`config.mk`:
```
export PLATFORM = sky130hd
export DESIGN_NAME = ulrx_phy_read
export DESIGN_NICKNAME = d
export VERILOG_FILES = /design/src/design/ulrx_pkg.sv /design/src/design/ulrx_phy_read.sv
export VERILOG_INCLUDE_DIRS = /design/src /design/src/design
export SDC_FILE = /design/constraint.sdc
export NUM_CORES = 1
export LEC_CHECK = 0
export BUFFER_PORTS_ARGS = -buffer_cell sky130_fd_sc_hd__buf_2
export CAP_MARGIN = 20
export CORE_ASPECT_RATIO = 1.2
export CORE_MARGIN = 2
export CORE_UTILIZATION = 50
export DETAILED_ROUTE_END_ITERATION = 10
export PLACE_DENSITY = 0.83
export SLEW_MARGIN = 30
export SYNTH_ARGS = -nofsm -noshare
export SYNTH_HDL_FRONTEND = slang
export SYNTH_SLANG_ARGS = --single-unit
```
`constraint.sdc`:
```
create_clock -name sys_clk -period 2.1 [get_ports sys_clk]
set_input_delay 0.42 -clock sys_clk [delete_from_list [all_inputs] [get_ports sys_clk]]
set_output_delay 0.42 -clock sys_clk [all_outputs]
set_load 0.03 [all_outputs]
```
`src/design/ulrx_consts.svh`:
```
// Constants of the ULPI register read and status byte logic.
// Assumes inclusion by bare name from package and design files.
`ifndef ULRX_CONSTS_SVH
`define ULRX_CONSTS_SVH

// Command byte fields
`define ULRX_CMD_TYPE_MSB   7
`define ULRX_CMD_TYPE_LSB   6
`define ULRX_CMD_READ       2'h3
`define ULRX_ADDR_ESCAPE    6'h2F
`define ULRX_BUS_IDLE       8'h00

// Status byte field positions
`define ULRX_ST_LINE_LSB    0
`define ULRX_ST_VBUS_LSB    2
`define ULRX_ST_EVENT_LSB   4
`define ULRX_ST_ID_BIT      6
`define ULRX_ST_ALT_BIT     7

// Encodings of the status byte fields
`define ULRX_VBUS_BELOW_END 2'h0
`define ULRX_VBUS_END_VALID 2'h1
`define ULRX_VBUS_SESSION   2'h2
`define ULRX_VBUS_VALID     2'h3
`define ULRX_EVT_NONE       2'h0
`define ULRX_EVT_ACTIVE     2'h1
`define ULRX_EVT_ERROR      2'h3
`define ULRX_EVT_DISCONNECT 2'h2
`define ULRX_LS_SE0         2'h0
`define ULRX_LS_J           2'h1
`define ULRX_LS_K           2'h2

// Reset values of the outputs
`define ULRX_DIR_RESET      1'b1
`define ULRX_NXT_RESET      1'b0
`define ULRX_DATA_RESET     8'h00

`endif

```
`src/design/ulrx_pkg.sv`:
```
// Types of the ULPI register read and status byte logic.
// Assumes the constants header sits beside it.
package ulrx_pkg;
`include "ulrx_consts.svh"

   // Line receiver interpretation in use
   typedef enum logic [1:0] {
      ULRX_SPD_FS    = 2'h0,
      ULRX_SPD_LS    = 2'h1,
      ULRX_SPD_HS    = 2'h2,
      ULRX_SPD_CHIRP = 2'h3
   } ulrx_speed_t;

   // Bus protocol states, Gray from IDLE to BACK along the extended read path
   typedef enum logic [3:0] {
      ULRX_IDLE    = 4'h0,
      ULRX_CMD     = 4'h1,
      ULRX_ACK     = 4'h3,
      ULRX_EXT     = 4'h2,
      ULRX_TURN    = 4'h6,
      ULRX_DRIVE   = 4'h7,
      ULRX_BACK    = 4'h5,
      ULRX_RX_TURN = 4'h4,
      ULRX_RX_SEND = 4'hC,
      ULRX_START   = 4'h8
   } ulrx_state_t;
endpackage

```
`src/design/ulrx_phy_read.sv`:
```
// Transceiver side of the ULPI bus: register reads and status bytes.
// Assumes a register file on sys_clk answering regRdData from regAddr
// combinationally, and line and comparator levels arriving unsynced.
`timescale 1ns/10ps
`include "ulrx_consts.svh"

// Contract
// RQ1 - Link read command: 11b plus address
// RQ2 - NXT rises two cycles after command
// RQ3 - Next cycle: DIR up, NXT down
// RQ4 - After turnaround drive register for one cycle
// RQ5 - Link samples, PHY drops DIR
// RQ6 - Link drives idle after turnaround
// RQ7 - Extended read: escape, address after NXT
// RQ8 - Extended: capture address, then read sequence
// RQ9 - Idle bus: status bytes by raising DIR
// RQ10 - Status on line, VBUS, ID change
// RQ11 - Status every DIR-high NXT-low receive cycle
// RQ12 - Status after startup and leaving low power
// RQ13 - Status deferred during transmit, sent current
// RQ14 - Bits 1:0 carry line state
// RQ15 - Bits 3:2 encode VBUS level
// RQ16 - Bits 5:4 encode receive events
// RQ17 - Bit 6 is ID pin level
// RQ18 - Bit 7 flags unmasked alternate interrupt
// RQ19 - LS/FS line state from SE receivers
// RQ20 - Low speed idle is K
// RQ21 - High speed line state reports squelch
// RQ22 - Chirp line state from squelch, differential
// RQ23 - One turnaround cycle per DIR change
// RQ24 - Read 11b, escape 101111b extended
// RQ25 - Link starts access only DIR low
// RQ26 - Single data rate, rising edge
// RQ27 - Status deferred until read finishes
module ulrx_phy_read
(
   // Clock and reset
   input  wire logic              sys_clk,
   input  wire logic              rstn,
   // ULPI bus
   input  wire logic [7:0]        dataIn,
   output logic      [7:0]        dataOut,
   output logic                   dataOe,
   output logic                   dir,
   output logic                   nxt,
   input  wire logic              stp,
   // Register file read port
   output logic      [7:0]        regAddr,
   output logic                   regRdStrobe,
   input  wire logic [7:0]        regRdData,
   // Analog levels, unsynchronised
   input  wire logic              dpSeRx,
   input  wire logic              dmSeRx,
   input  wire logic              squelch,
   input  wire logic              hsDiffRx,
   input  wire logic              sessionEndFlag,
   input  wire logic              sessionValidFlag,
   input  wire logic              busPowerValidFlag,
   input  wire logic              idPin,
   // Core state on sys_clk
   input  wire ulrx_pkg::ulrx_speed_t speedMode,
   input  wire logic              rxActive,
   input  wire logic              rxError,
   input  wire logic              hostDisconnectFlag,
   input  wire logic              altIntPending,
   input  wire logic              txActive,
   input  wire logic              phyReady,
   input  wire logic              lowPowerActive,
   // Status
   output logic                   lineIsIdle,
   output logic                   readBusy
);
   import ulrx_pkg::*;

   localparam int SYNC_W = 8;

   ulrx_state_t       state_reg;     // Bus protocol state
   logic [SYNC_W-1:0] syncA_reg;     // First stage, read by second only
   logic [SYNC_W-1:0] syncB_reg;     // Second stage
   logic [SYNC_W-1:0] syncC_reg;     // Third stage
   logic [SYNC_W-1:0] pinLvl_reg;    // Filtered pin levels
   logic [SYNC_W-1:0] pinLvl_next;   // Filter result
   logic [1:0]        lineState;     // Decoded line state
   logic [1:0]        vbusCode;      // Encoded VBUS level
   logic [1:0]        eventCode;     // Encoded receive event
   logic [7:0]        status;        // Status byte, current
   logic [7:0]        statusPrev_reg;// Last seen status byte
   logic              pending_reg;   // Status byte owed to the Link
   logic              extRead_reg;   // Read uses escape address
   logic              lowPrev_reg;   // Low power level, delayed
   logic              resumeWait_reg;// Left low power, waiting STP low
   logic              txPrev_reg;    // Transmit level, delayed
   logic              busIdle;       // Link drives idle, DIR low
   logic              sendNow;       // Status byte driven this edge
   logic              startSet;      // Startup handover owes a byte
   logic              stsEvent;      // Any status event this cycle

   // Pin vector order
   logic [SYNC_W-1:0] pinRaw;
   assign pinRaw = {idPin, busPowerValidFlag, sessionValidFlag,
                    sessionEndFlag, hsDiffRx, squelch, dmSeRx, dpSeRx};

   // Three-stage synchroniser for every analog level
   always_ff @(posedge sys_clk or negedge rstn) begin
      if (!rstn) begin
         syncA_reg <= '0;
         syncB_reg <= '0;
         syncC_reg <= '0;
      end else begin
         syncA_reg <= pinRaw;
         syncB_reg <= syncA_reg;
         syncC_reg <= syncB_reg;
      end
   end

   // A bit changes once stages two and three agree; glitches die here
   always_comb begin
      for (int i = 0; i < SYNC_W; i++) begin
         pinLvl_next[i] = (syncB_reg[i] == syncC_reg[i]) ?
                          syncC_reg[i] : pinLvl_reg[i];
      end
   end

   // Filtered level register
   always_ff @(posedge sys_clk or negedge rstn) begin
      if (!rstn) begin
         pinLvl_reg <= '0;
      end else begin
         pinLvl_reg <= pinLvl_next;
      end
   end

   // Line state by speed mode
   always_comb begin
      unique case (speedMode)
         ULRX_SPD_HS: begin
            lineState = pinLvl_reg[2] ? `ULRX_LS_SE0 : `ULRX_LS_J; // [RQ21]
         end
         ULRX_SPD_CHIRP: begin
            lineState = pinLvl_reg[2] ? `ULRX_LS_SE0 :      // [RQ22]
                        (pinLvl_reg[3] ? `ULRX_LS_J : `ULRX_LS_K);
         end
         default: begin
            // Plus line in bit zero, minus line in bit one
            lineState = {pinLvl_reg[1], pinLvl_reg[0]};     // [RQ19]
         end
      endcase
   end

   // VBUS encoding, highest comparator wins
   always_comb begin
      vbusCode = pinLvl_reg[6] ? `ULRX_VBUS_VALID   :       // [RQ15]
                 pinLvl_reg[5] ? `ULRX_VBUS_SESSION :
                 pinLvl_reg[4] ? `ULRX_VBUS_BELOW_END : `ULRX_VBUS_END_VALID;
   end

   // Receive event encoding; disconnect outranks receive activity
   always_comb begin
      eventCode = hostDisconnectFlag ? `ULRX_EVT_DISCONNECT : // [RQ16]
                  !rxActive          ? `ULRX_EVT_NONE       :
                  rxError            ? `ULRX_EVT_ERROR      : `ULRX_EVT_ACTIVE;
   end

   // Status byte assembled from current levels
   always_comb begin
      status = '0;
      status[`ULRX_ST_LINE_LSB +: 2]  = lineState;          // [RQ14]
      status[`ULRX_ST_VBUS_LSB +: 2]  = vbusCode;           // [RQ15]
      status[`ULRX_ST_EVENT_LSB +: 2] = eventCode;          // [RQ16]
      status[`ULRX_ST_ID_BIT]         = pinLvl_reg[7];      // [RQ17]
      status[`ULRX_ST_ALT_BIT]        = altIntPending;      // [RQ18]
   end

   // Bus idle seen by the PHY; turnaround cycles are never sampled
   assign busIdle = (state_reg == ULRX_IDLE) &&
                    (dataIn == `ULRX_BUS_IDLE);             // [RQ23]
   assign sendNow = (state_reg == ULRX_RX_SEND);
   assign startSet = (state_reg == ULRX_START) && phyReady && !stp;
   assign stsEvent = (status != statusPrev_reg)             // [RQ10]
                || startSet                                 // [RQ12]
                || (resumeWait_reg && !stp && !dir)         // [RQ12]
                || (txPrev_reg && !txActive);               // [RQ13]

   // Change detection and transmit / low power edge memory
   always_ff @(posedge sys_clk or negedge rstn) begin
      if (!rstn) begin
         statusPrev_reg <= '0;
         txPrev_reg     <= 1'b0;
         lowPrev_reg    <= 1'b0;
      end else begin
         statusPrev_reg <= status;
         txPrev_reg     <= txActive;
         lowPrev_reg    <= lowPowerActive;
      end
   end

   // Leaving low power arms a byte that waits for STP low, DIR low
   always_ff @(posedge sys_clk or negedge rstn) begin
      if (!rstn) begin
         resumeWait_reg <= 1'b0;
      end else if (lowPrev_reg && !lowPowerActive) begin
         resumeWait_reg <= 1'b1;
      end else if (!stp && !dir) begin
         resumeWait_reg <= 1'b0;                            // [RQ12]
      end
   end

   // Owed status byte; a new event wins over the clear of sending
   always_ff @(posedge sys_clk or negedge rstn) begin
      if (!rstn) begin
         pending_reg <= 1'b0;
      end else if (stsEvent) begin
         pending_reg <= 1'b1;
      end else if (sendNow) begin
         pending_reg <= 1'b0;
      end
   end

   // Idle level per speed; low speed idles in K
   always_ff @(posedge sys_clk or negedge rstn) begin
      if (!rstn) begin
         lineIsIdle <= 1'b0;
      end else if (speedMode == ULRX_SPD_LS) begin
         lineIsIdle <= (lineState == `ULRX_LS_K);           // [RQ20]
      end else if (speedMode == ULRX_SPD_FS) begin
         lineIsIdle <= (lineState == `ULRX_LS_J);
      end else begin
         lineIsIdle <= (lineState == `ULRX_LS_SE0);
      end
   end

   // Protocol sequencer; every transfer on the rising edge   [RQ26]
   always_ff @(posedge sys_clk or negedge rstn) begin
      if (!rstn) begin
         state_reg   <= ULRX_START;
         dir         <= `ULRX_DIR_RESET;
         nxt         <= `ULRX_NXT_RESET;
         dataOut     <= `ULRX_DATA_RESET;
         dataOe      <= 1'b0;
         regAddr     <= '0;
         regRdStrobe <= 1'b0;
         extRead_reg <= 1'b0;
         readBusy    <= 1'b0;
      end else begin
         regRdStrobe <= 1'b0;
         unique case (state_reg)
            ULRX_START: begin
               // DIR held high until the core is ready and STP is low
               if (phyReady && !stp) begin
                  dir       <= 1'b0;                        // [RQ12]
                  state_reg <= ULRX_BACK;
               end
            end
            ULRX_IDLE: begin
               // Commands only count while DIR is low          [RQ25]
               if (lowPowerActive) begin
                  state_reg <= ULRX_IDLE;
               end else if (dataIn[`ULRX_CMD_TYPE_MSB:`ULRX_CMD_TYPE_LSB]
                            == `ULRX_CMD_READ) begin        // [RQ1] [RQ24]
                  regAddr     <= {2'b00, dataIn[5:0]};
                  extRead_reg <= (dataIn[5:0] == `ULRX_ADDR_ESCAPE);
                  readBusy    <= 1'b1;
                  state_reg   <= ULRX_CMD;
               end else if (rxActive ||
                            (pending_reg && !txActive && busIdle)) begin
                  // Receive activity sends at once; owed status only on an idle bus, outside transmits
                  dir       <= 1'b1;                        // [RQ9] [RQ13]
                  state_reg <= ULRX_RX_TURN;
               end
            end
            ULRX_CMD: begin
               nxt       <= 1'b1;                           // [RQ2]
               state_reg <= ULRX_ACK;
            end
            ULRX_ACK: begin
               if (extRead_reg) begin
                  // Keep NXT high; the address byte comes next [RQ7]
                  state_reg <= ULRX_EXT;
               end else begin
                  dir         <= 1'b1;                      // [RQ3]
                  nxt         <= 1'b0;
                  regRdStrobe <= 1'b1;
                  state_reg   <= ULRX_TURN;
               end
            end
            ULRX_EXT: begin
               regAddr     <= dataIn;                       // [RQ8]
               dir         <= 1'b1;
               nxt         <= 1'b0;
               regRdStrobe <= 1'b1;
               state_reg   <= ULRX_TURN;
            end
            ULRX_TURN: begin
               // Turnaround over; drive the register value    [RQ23]
               dataOut   <= regRdData;                      // [RQ4] [RQ8]
               dataOe    <= 1'b1;
               state_reg <= ULRX_DRIVE;
            end
            ULRX_DRIVE: begin
               // Link samples now; hand the bus back           [RQ5]
               dir       <= 1'b0;
               dataOe    <= 1'b0;
               dataOut   <= `ULRX_DATA_RESET;
               readBusy  <= 1'b0;
               state_reg <= ULRX_BACK;
            end
            ULRX_BACK: begin
               // Turnaround; owed status waits here [RQ6] [RQ23] [RQ27]
               state_reg <= ULRX_IDLE;
            end
            ULRX_RX_TURN: begin
               dataOut   <= status;                         // [RQ13]
               dataOe    <= 1'b1;
               state_reg <= ULRX_RX_SEND;
            end
            ULRX_RX_SEND: begin
               // Back to back while receiving or still owed  [RQ9] [RQ11]
               if (rxActive || stsEvent) begin
                  dataOut <= status;
               end else begin
                  dir       <= 1'b0;
                  dataOe    <= 1'b0;
                  dataOut   <= `ULRX_DATA_RESET;
                  state_reg <= ULRX_BACK;
               end
            end
            default: begin
               // Unused codes recover through a turnaround
               dir       <= 1'b0;
               nxt       <= 1'b0;
               dataOe    <= 1'b0;
               state_reg <= ULRX_BACK;
            end
         endcase
      end
   end

endmodule // ulrx_phy_read

```
; After elaboration in Yosys (flattened, before gate mapping)
; Index checks and enable logic that the tools add are counted.
; W data, S select, Z words.
[word_totals]
reg_bits = 71
latch_bits = 0
ramBits = 0
rom_bits = 0
out_inout_bits = 22
mem_count = 0
[classes]
add_sub_neg = 0
mul = 0
div_mod_pow = 0
order_cmp = 0
n_eq_ne = 33
shift = 0
muxes = 43
bitwise_logic = 4
n_reduce_logical = 40
[op_table]
columns = operator, n
row1 = $pmux W4 S9, 1
row2 = $pmux W8 S4, 1
row3 = $mux W8, 3
row4 = $mux W4, 5
row5 = $mux W1, 18
row6 = $eq A4 B3 Y1 const B, 4
row7 = $pmux W8 S2, 1
row8 = $mux W2, 7
row9 = $reduce_and A3 Y1, 4
row10 = $logic_and A1 B1 Y1, 11
row11 = $eq A1 B1 Y1, 8
row12 = $eq A2 B2 Y1 const B, 4
row13 = $eq A4 B2 Y1 const B, 2
row14 = $eq A4 B4 Y1 const B, 2
row15 = $logic_not A8 Y1, 1
row16 = $ne A2 B2 Y1 const B, 4
row17 = $ne A8 B8 Y1, 1
row18 = $reduce_bool A2 Y1, 4
row19 = $reduce_and A7 Y1, 1
row20 = $reduce_or A7 Y1, 1
row21 = $eq A6 B6 Y1 const B, 1
row22 = $ne A2 B1 Y1 const B, 3
row23 = $pmux W1 S3, 2
row24 = $pmux W1 S6, 1
row25 = 16 further kinds, 30

; Logic depth before layout (Yosys ltp)
; Gate-level depths: netlist of the first run.
[logic_depth]
depth_word = 10
mapped_depth = 7

; Least setup slack after synthesis of the first run
; No wires, ideal clock.
[synth_path]
kind = register to register
startpoint = reg state_reg[1]
endpoint = reg regAddr[0]
setup_ns = 0.125
arrival_ns = 1.813
required_time_ns = 1.975
slack_ns = 0.162
path_stages_with_launch = 7
path_buffers = 2
path_cell_list = dfrtp_1 buf_6 or4_4 nor3_4 or2_1 buf_6 mux2_4
[synth_via]
elab_chain_cells = 3
[synth_lines]
columns = item, line_no
row1 = from (decl), ulrx_phy_read.sv:77  ; ulrx_state_t state_reg;
row2 = from (signal assigned), ulrx_phy_read.sv:235  ; state_reg <= ULRX_START;
row3 = from (signal assigned), ulrx_phy_read.sv:251  ; state_reg <= ULRX_BACK;
row4 = from (signal assigned), ulrx_phy_read.sv:257  ; state_reg <= ULRX_IDLE;
row5 = $logic_not A4 Y1 / $eq A4 B2 Y1 (equally long branches), ulrx_phy_read.sv:246  ; unique case (state_reg)
row6 = "$ne A2 B1 Y1 (no line), or another cell as far along", n/a
row7 = $reduce_and A3 Y1 (no line), n/a
row8 = to (signal assigned), ulrx_phy_read.sv:260  ; regAddr <= {2'b00, dataIn[5:0]};
row9 = to (signal assigned), ulrx_phy_read.sv:287  ; regAddr <= dataIn;
row10 = to (decl), ulrx_phy_read.sv:48  ; output logic [7:0] regAddr,
; Several ways; a longest one is shown, not always the timed one.
; A chain may end at the register's enable or synchronous reset.

; Worst setup path after layout of the first run
[layout_path]
startpoint = reg state_reg[0]
endpoint = reg regAddr[2]
; Same word-level chain as after synthesis.

==> metrics.cfg, run 1 <==
[synthesis]
async_reset_ff_share_pct=100
yosys.area.top_type_share_pct=59.4
yosysTopAreaCell=dfrtp_1
syn_area_mm2=0.00291
synth_commonest_cells=dfrtp_1, o21ai_0, nand2_1
synthTopCellsByArea=dfrtp_1, mux2_4, o21ai_0
synth-edff-count=0
yosysSeqAreaShare_pct=61.2
synth_seq_cells=71
syn_inst=239
yosysMostFrequentCell=dfrtp_1
ys.warnings.count=0
synth_flop_cell=dfrtp_1
syn-num-nets=275
synth_cell_types=52
avgSynthCellArea_um2=12.2

[drt]
wl_per_cell_um=15.8
viasPerCell=5.52
drt-total-wl_um=6120
drc=0
num_vias=2129
drt_iter0_drc=163
ant_nets=0
first_pass_iters=4

[layout]
syn2layout_area_growth_pct=24.3
drive_gt1_share_pct=33.9
fin_util_pct=64.2
diodes=0
final_area_mm2=0.00361
num-nets-final=354

[die]
rows=30
initial_core_util_pct=51.6
io-pin-count=58
die_x_um=73.6
die_h_um=87.5
dieArea_mm2=0.00644
coreArea_mm2=0.00563

[setup_path]
cp_data_required_time_ns=2.33
arrival_ns=2.19
cp-end-kind=flip-flop
worstPathMaxFanout=6
crit_type=reg -> reg
critPathLaunchType=flip-flop

[power]
peakVddDrop_uv=638
power_mw=4.90
p_leak_nw=1.69
power_density_mw_per_mm2=1360

[sta]
worst_pin_slew_ns=0.558
fmax_mhz=508
drv_slew=0
finalCriticalPeriod_ns=1.97
finClkSkew_ns=0.0107
relSlewSlack_pct=62.5
setup_viol=0
fin_crit_sh_pct=93.7
hold_violations=0
rsz0062_at_grt=true

[grt]
track_usage_pct=20.4
overflow=0
grt_pass1_vias=2094
grt_pass1_wl_um=9660
grt_max_degree=72
antenna_found_initial=0

[clock_tree]
insertion_delay_ns=0.34
numCtsBuffers=9
cts_tree=built
h-tree-depth=3
clkTransAtPathRegs_ns=0.07
root_buffer=clkbuf_8
clock-sinks=71
cts.path.max_buffers=2

[place]
place_hpwl_um=4430
place.gp.congestion=0.863
portBuffers=57
dpl_cell_area_mm2=0.00337

[run_status]
outcome=finished clean

[flow_run]
max-cap-violations=0

[min_path]
hp-class=in -> async

-- worst max-delay path, cell delays in order (launching register included) --
cell     delay, ns
dfrtp_1       0.44
or4_4         0.57
nor3_4        0.17
or2_1         0.32
mux2_4        0.34
-- path summary, 6_finish.rpt --
path / startpoint / endpoint / slack (ns) / cells after the start
setup / recovery: state_reg[0]$_DFFE_PN0P_ / regAddr[2]$_DFFE_PN0P_ / 0.13 / 4
hold / removal: rstn / regAddr[7]$_DFFE_PN0P_ / 0.08 / 2
setup reg to reg: state_reg[0]$_DFFE_PN0P_ / regAddr[2]$_DFFE_PN0P_ / 0.13 / 4
hold reg to reg: syncA_reg[7]$_DFF_PN0_ / syncB_reg[7]$_DFF_PN0_ / 0.35 / 0
max in group asynchronous: rstn / state_reg[3]$_DFFE_PN1P_ / 1.68 / 2
min in group sys_clk: dmSeRx / syncA_reg[1]$_DFF_PN0_ / 0.18 / 1
-- power by group --
part | switching [mW] | internal (mW) | total, mW
logic | 1.09 | 0.763 | 1.86
clock network | 0.475 | 0.672 | 1.15
registers | 0.227 | 1.67 | 1.90
total | 1.80 | 3.10 | 4.90
-- cells by family (layout without fill, tap and decap cells) --
group	after synthesis	count (layout)	share of synthesized area, %
AO/OA/AOI/OAI	62	62	15.1
XOR/XNOR	6	6	1.81
adder cells (fa/ha/maj)	8	8	2.76
buffers and inverters	20	103	3.10
flip-flops	71	71	61.2
multiplexers	8	8	3.83
AND/OR/NAND/NOR	64	64	12.2
-- metal layers --
layer  vias up  part of all wire, %  track usage [%]  wire (um)
met2        60                   51             33.2       3120
met3        15                  4.8             5.44        291
met4         0                  2.5             11.2        153
met1      1030                   42             24.4       2550
li1       1024                    -                -          -
met5         -                    0                0          0
-- layout make-up --
class	count	area, um^2
repair buffers	76	440
clock buffers	13	179
well taps	64	80.1
fillers	432	2020
multi-input cells	148	1050
flip-flops and latches	71	1780
clock inverters	2	37.5
inverters	12	45.0
-- placed cells by master (no fill, tap or decap), types with 8 or more instances in the layout --
master    instances
buf_2            57
maj3_1            8
nand2_1          16
nor2_1           11
buf_4            18
clkbuf_8         13
o21ai_0          17
inv_1            12
dfrtp_1          69
-- stage by stage --
| stage | hold slack [ns] | setup TNS [ns] | instances | setup WS, ns |
|---|---|---|---|---|
| finish | 0.0837 | 0 | 386 | 0.132 |
| global route | 0.101 | -0.0104 | 386 | -0.0104 |
| CTS | 0.0923 | 0 | 384 | 0.0500 |
| detailed placement | 0.335 | -0.348 | 369 | -0.248 |
| global placement | 0.332 | -0.285 | 369 | -0.246 |
| floorplan | 0.124 | 0 | 239 | 0.162 |
-- what timing repair did --
item	CTS	global route
gates resized for setup	1	3
hold buffers	0	0
buffers inserted	0	2
pin swaps	0	2
gates cloned	0	0
setup endpoints to repair	1	8
Power figures use the tool's default switching activity.
==> run 2, diff against run 1 <==
- CELL_PAD_IN_SITES_DETAIL_PLACEMENT: not set -> 1
- CELL_PAD_IN_SITES_GLOBAL_PLACEMENT: not set -> 2
- CORE_UTILIZATION: 50 -> 36
- PLACE_DENSITY: 0.83 -> not set
- PLACE_DENSITY_LB_ADDON: not set -> 0.1
==> metrics.cfg, run 2 (synthesis results as in run 1) <==
[sta]
drv_slew=0
finalCriticalPeriod_ns=2.00
setup_viol=0
hold_violations=0
relSlewSlack_pct=54.6
fmax_mhz=500
rsz0062_at_grt=true
hold_ws_ns=0.0632
finClkSkew_ns=0.00736
worst_pin_slew_ns=0.677
fin_crit_sh_pct=95.3

[clock_tree]
insertion_delay_ns=0.35
h-tree-depth=3
clkTransAtPathRegs_ns=0.08
root_buffer=clkbuf_8
clock-sinks=71
numCtsBuffers=9
cts_tree=built
postCtsSetupBuffers=0
cts_hold_repair.buffers=0
cts.path.max_buffers=2

[layout]
diodes=0
final_area_mm2=0.00362
fin_cells=413
drive_gt1_share_pct=33.3
syn2layout_area_growth_pct=24.6
layout_commonest_cell=dfrtp_1
layout_common_cells=dfrtp_1, buf_2, o21ai_0
num-nets-final=352

[drt]
wl_per_cell_um=16.6
drc=0
viasPerCell=5.26
num_vias=2174
first_pass_iters=4
drt_iter0_drc=73
drt-total-wl_um=6860
ant_nets=0

[die]
rows=35
die_h_um=102
initial_core_util_pct=37.5
die_x_um=86.0
coreArea_mm2=0.00775
dieArea_mm2=0.00881
io-pin-count=58

[place]
dpl_cell_area_mm2=0.00340
place_hpwl_um=5000
place.gp.congestion=0.786
portBuffers=57
place_inst=397

[setup_path]
timing.reg2reg.setup_slack_ns=0.1
critPathLaunchType=flip-flop
critPathSlowestCell=o311ai_0
regToRegStartpoint=pinLvl_reg[5]$_DFFE_PN0N_
crit_end=dataOut[0]$_DFFE_PN0P_
path_cells=or3_1, a22oi_2, o211ai_1, o311ai_0, buf_4, nand2_1
worstPathMaxFanout=5
cp_data_required_time_ns=2.34
r2r_cells=6
crit_type=reg -> reg
arrival_ns=2.24
cp_num_buf_inv=1
critPathTopFamily=compound AO/OA/AOI/OAI gates
path_depth=6
slowest_delay_ns=0.47
cp-end-kind=flip-flop
worst_r2r_endpoint=dataOut[0]$_DFFE_PN0P_
critPathLaunch=pinLvl_reg[5]$_DFFE_PN0N_

[min_path]
hp-class=in -> async

[grt]
grt_pass1_wl_um=11300
track_usage_pct=17.0
grt_max_degree=72
overflow=0
grt_pass1_vias=2284
antenna_found_initial=0

[power]
pwr-share-seq_pct=37.7
share_comb_of_total_power_pct=38.7
p_clk_share_pct=23.6
p_int_mw=3.02
power_mw=4.94
p_switching_mw=1.91
switching_share_pct=38.8
peakVddDrop_uv=625
power_density_mw_per_mm2=1360
p_leak_nw=1.68

[flow_run]
max-cap-violations=0

[run_status]
outcome=finished clean

run 2: cell count changes in the layout (fill, tap and decap cells not counted), sizes merged:
cell / previous run / this run
clkbuf: 13 / 10
clkinv: 0 / 1
inv: 12 / 15
buf: 76 / 74
run 2: layout make-up:
cell class	count	area (um^2)
clock buffers	10	138
clock inverters	6	75.1
fillers	870	4130
inverters	12	45.0
multi-input cells	148	1040
flip-flops and latches	71	1780
well taps	92	115
repair buffers	74	425
run 2: how the worst min path moves through the flow:
| stage | end | slack, ns | startpoint | depth (start not counted) |
|---|---|---|---|---|
| 6_report | regAddr[4]$_DFFE_PN0P_ | 0.06 | rstn | 2 |
| 2_1_floorplan | dataOe$_DFFE_PN0P_ | 0.12 | rstn | 0 |
| 3_3_place_gp | syncB_reg[3]$_DFF_PN0_ | 0.33 | syncA_reg[3]$_DFF_PN0_ | 0 |
| 3_5_place_dp | syncB_reg[1]$_DFF_PN0_ | 0.34 | syncA_reg[1]$_DFF_PN0_ | 0 |
| 4_1_cts | regAddr[1]$_DFFE_PN0P_ | 0.09 | rstn | 2 |
| 5_1_grt | regAddr[4]$_DFFE_PN0P_ | 0.11 | rstn | 2 |
run 2: layer usage:
metal | GRT usage, % | part of all wire (%) | up-vias
li1 | - | - | 1015
met3 | 3.23 | 3.1 | 11
met2 | 28.4 | 51 | 42
met4 | 8.18 | 1.9 | 0
met5 | 0 | 0 | -
met1 | 21.3 | 44 | 1106
run 2: per-stage QoR:
stage | util [%] | setup slack (ns) | TNS (ns)
CTS | 46.6 | 0.0448 | 0
floorplan | - | 0.162 | 0
global route | 46.7 | -0.0410 | -0.0867
detailed placement | 43.9 | 0.0371 | 0
finish | 46.7 | 0.0981 | 0
global placement | 43.9 | -0.00813 | -0.00813
run 2: worst register-to-register path, delay by kind of cell, from the launching register on:
| kind | cells | cell delay, ns |
|---|---|---|
| AO/OA/AOI/OAI | 3 | 0.85 |
| buffers and inverters | 1 | 0.18 |
| flip-flops | 1 | 0.42 |
| AND/OR/NAND/NOR | 2 | 0.44 |
run 2: repair_timing:
item | in CTS | in global routing
gates resized for setup | 0 | 1
setup endpoints to repair | 0 | 5
endpoints found under the hold margin | 0 | 0
run 2: power groups by stage:
| stage | Sequential [mW] | Clock (mW) | Combinational, mW |
|---|---|---|---|
| floorplan | 2.22 | 0 | 0.917 |
| finish | 1.86 | 1.17 | 1.91 |
| global route | 1.90 | 1.25 | 2.09 |
| detailed placement | 1.89 | 0 | 1.91 |
| CTS | 1.87 | 1.21 | 1.93 |
| global placement | 1.89 | 0 | 1.90 |
==> run 3, diff against run 2 <==
- CORE_UTILIZATION: 36 -> 35
==> metrics.cfg, run 3 (synthesis results as in run 1) <==
[run_status]
outcome=finished clean

[drt]
viasPerCell=5.11
ant_nets=0
drc=0
drt-total-wl_um=6850
drt_iter0_drc=34
first_pass_iters=4
num_vias=2134
wl_per_cell_um=16.4

[sta]
setup-tns-final_ns=0
finalCriticalPeriod_ns=2.00
fmax_mhz=500
relSlewSlack_pct=45.1
rsz0062_at_grt=true
drv_slew=0
fin_crit_sh_pct=95.3
finClkSkew_ns=0.00876
setup_viol=0
hold_ws_ns=0.174
worst_pin_slew_ns=0.817
hold_violations=0

[power]
p_leak_nw=1.68
p_switching_mw=1.90
p_int_mw=2.97
power_mw=4.88
power_density_mw_per_mm2=1340
switching_share_pct=39.0
pwr-share-seq_pct=38.0
p_clk_share_pct=23.0
peakVddDrop_uv=711
share_comb_of_total_power_pct=39.1

[layout]
fillers=906
num-nets-final=354
multi_input_area_mm2=0.00105
layout_commonest_cell=dfrtp_1
seq_area_mm2=0.00178
layout_common_cells=dfrtp_1, buf_2, o21ai_0, buf_4, nand2_1
fin_cells=418
drive_gt1_share_pct=33.7
syn2layout_area_growth_pct=25.2
diodes=0

[clock_tree]
cts.path.max_buffers=2
insertion_delay_ns=0.34
root_buffer=clkbuf_8
clkTransAtPathRegs_ns=0.09
numCtsBuffers=9
cts_tree=built
clock-sinks=71
h-tree-depth=3

[min_path]
hp-class=in -> reg

[grt]
grt_max_degree=58
grt_pass1_vias=2261
track_usage_pct=16.2
overflow=0
grt_pass1_wl_um=11200
antenna_found_initial=0

[place]
portBuffers=57
place.gp.congestion=0.744
place_hpwl_um=5000
place_inst=400

[die]
coreArea_mm2=0.00811
rows=36
dieArea_mm2=0.00905
die_x_um=87.2
io-pin-count=58
initial_core_util_pct=35.8
die_h_um=104

[setup_path]
cp-end-kind=flip-flop
crit_type=reg -> reg
cp_data_required_time_ns=2.33
arrival_ns=2.24
worstPathMaxFanout=5
critPathLaunchType=flip-flop

[flow_run]
max-cap-violations=0

[run 3: layout make-up]
type | instances | share of cell area [%]
Clock inverter | 7 | 2.20
Multi-Input combinational cell | 148 | 28.8
Timing Repair Buffer | 76 | 12.2
Inverter | 12 | 1.24
Tap cell | 95 | 3.27
Sequential cell | 71 | 48.9
Clock buffer | 9 | 3.40
[run 3: power groups by stage]
stage	combinational, mW	clock (mW)	sequential, mW
2_1_floorplan	0.917	0	2.22
3_3_place_gp	1.89	0	1.88
3_5_place_dp	1.90	0	1.89
4_1_cts	1.92	1.16	1.86
5_1_grt	2.07	1.23	1.90
6_report	1.91	1.12	1.85
[run 3: stage by stage]
stage	setup slack (ns)	instance area [um^2]	utilization [%]
floorplan	0.162	2910	-
global placement	-0.0126	3410	42.0
detailed placement	-0.0198	3410	42.0
CTS	0.0684	3620	44.6
global route	-0.0144	3640	44.9
finish	0.0982	3640	44.9
[run 3: timing repair]
| action | in CTS | in global routing |
|---|---|---|
| pin swaps | 0 | 2 |
| buffers inserted | 0 | 1 |
| endpoints found under the hold margin | 12 | 0 |
| endpoints found under the setup margin | 1 | 3 |
| gates resized for setup | 1 | 3 |
| hold buffers | 1 | 0 |
[run 3: path summary, 6_finish.rpt]
| check | startpoint | endpoint | slack, ns | cells after the start |
|---|---|---|---|---|
| min in group asynchronous | rstn | regAddr[7]$_DFFE_PN0P_ | 0.53 | 2 |
| worst min register to register | syncA_reg[2]$_DFF_PN0_ | syncB_reg[2]$_DFF_PN0_ | 0.35 | 0 |
| worst max register to register | pinLvl_reg[5]$_DFFE_PN0N_ | dataOut[0]$_DFFE_PN0P_ | 0.1 | 6 |
| max in group asynchronous | rstn | state_reg[3]$_DFFE_PN1P_ | 0.89 | 3 |
| worst min-delay path | dmSeRx | syncA_reg[1]$_DFF_PN0_ | 0.17 | 1 |
| worst max-delay path | pinLvl_reg[5]$_DFFE_PN0N_ | dataOut[0]$_DFFE_PN0P_ | 0.1 | 6 |
[run 3: critical path, stage by stage, from the launching register on]
cell      delay (ns)
dfrtp_1         0.43
or3_1           0.39
a22oi_2         0.20
o211ai_1        0.24
o311ai_1        0.42
buf_4           0.17
nand2_1         0.04
[run 3: routing by layer]
layer	GRT usage, %	share of wire (%)	vias to the layer above	routed length, um
met3	2.79	2.9	9	196
met2	26.5	52	36	3550
met1	21.2	44	1067	2990
met4	6.26	1.6	0	111
li1	-	-	1022	-
met5	0	0	-	0
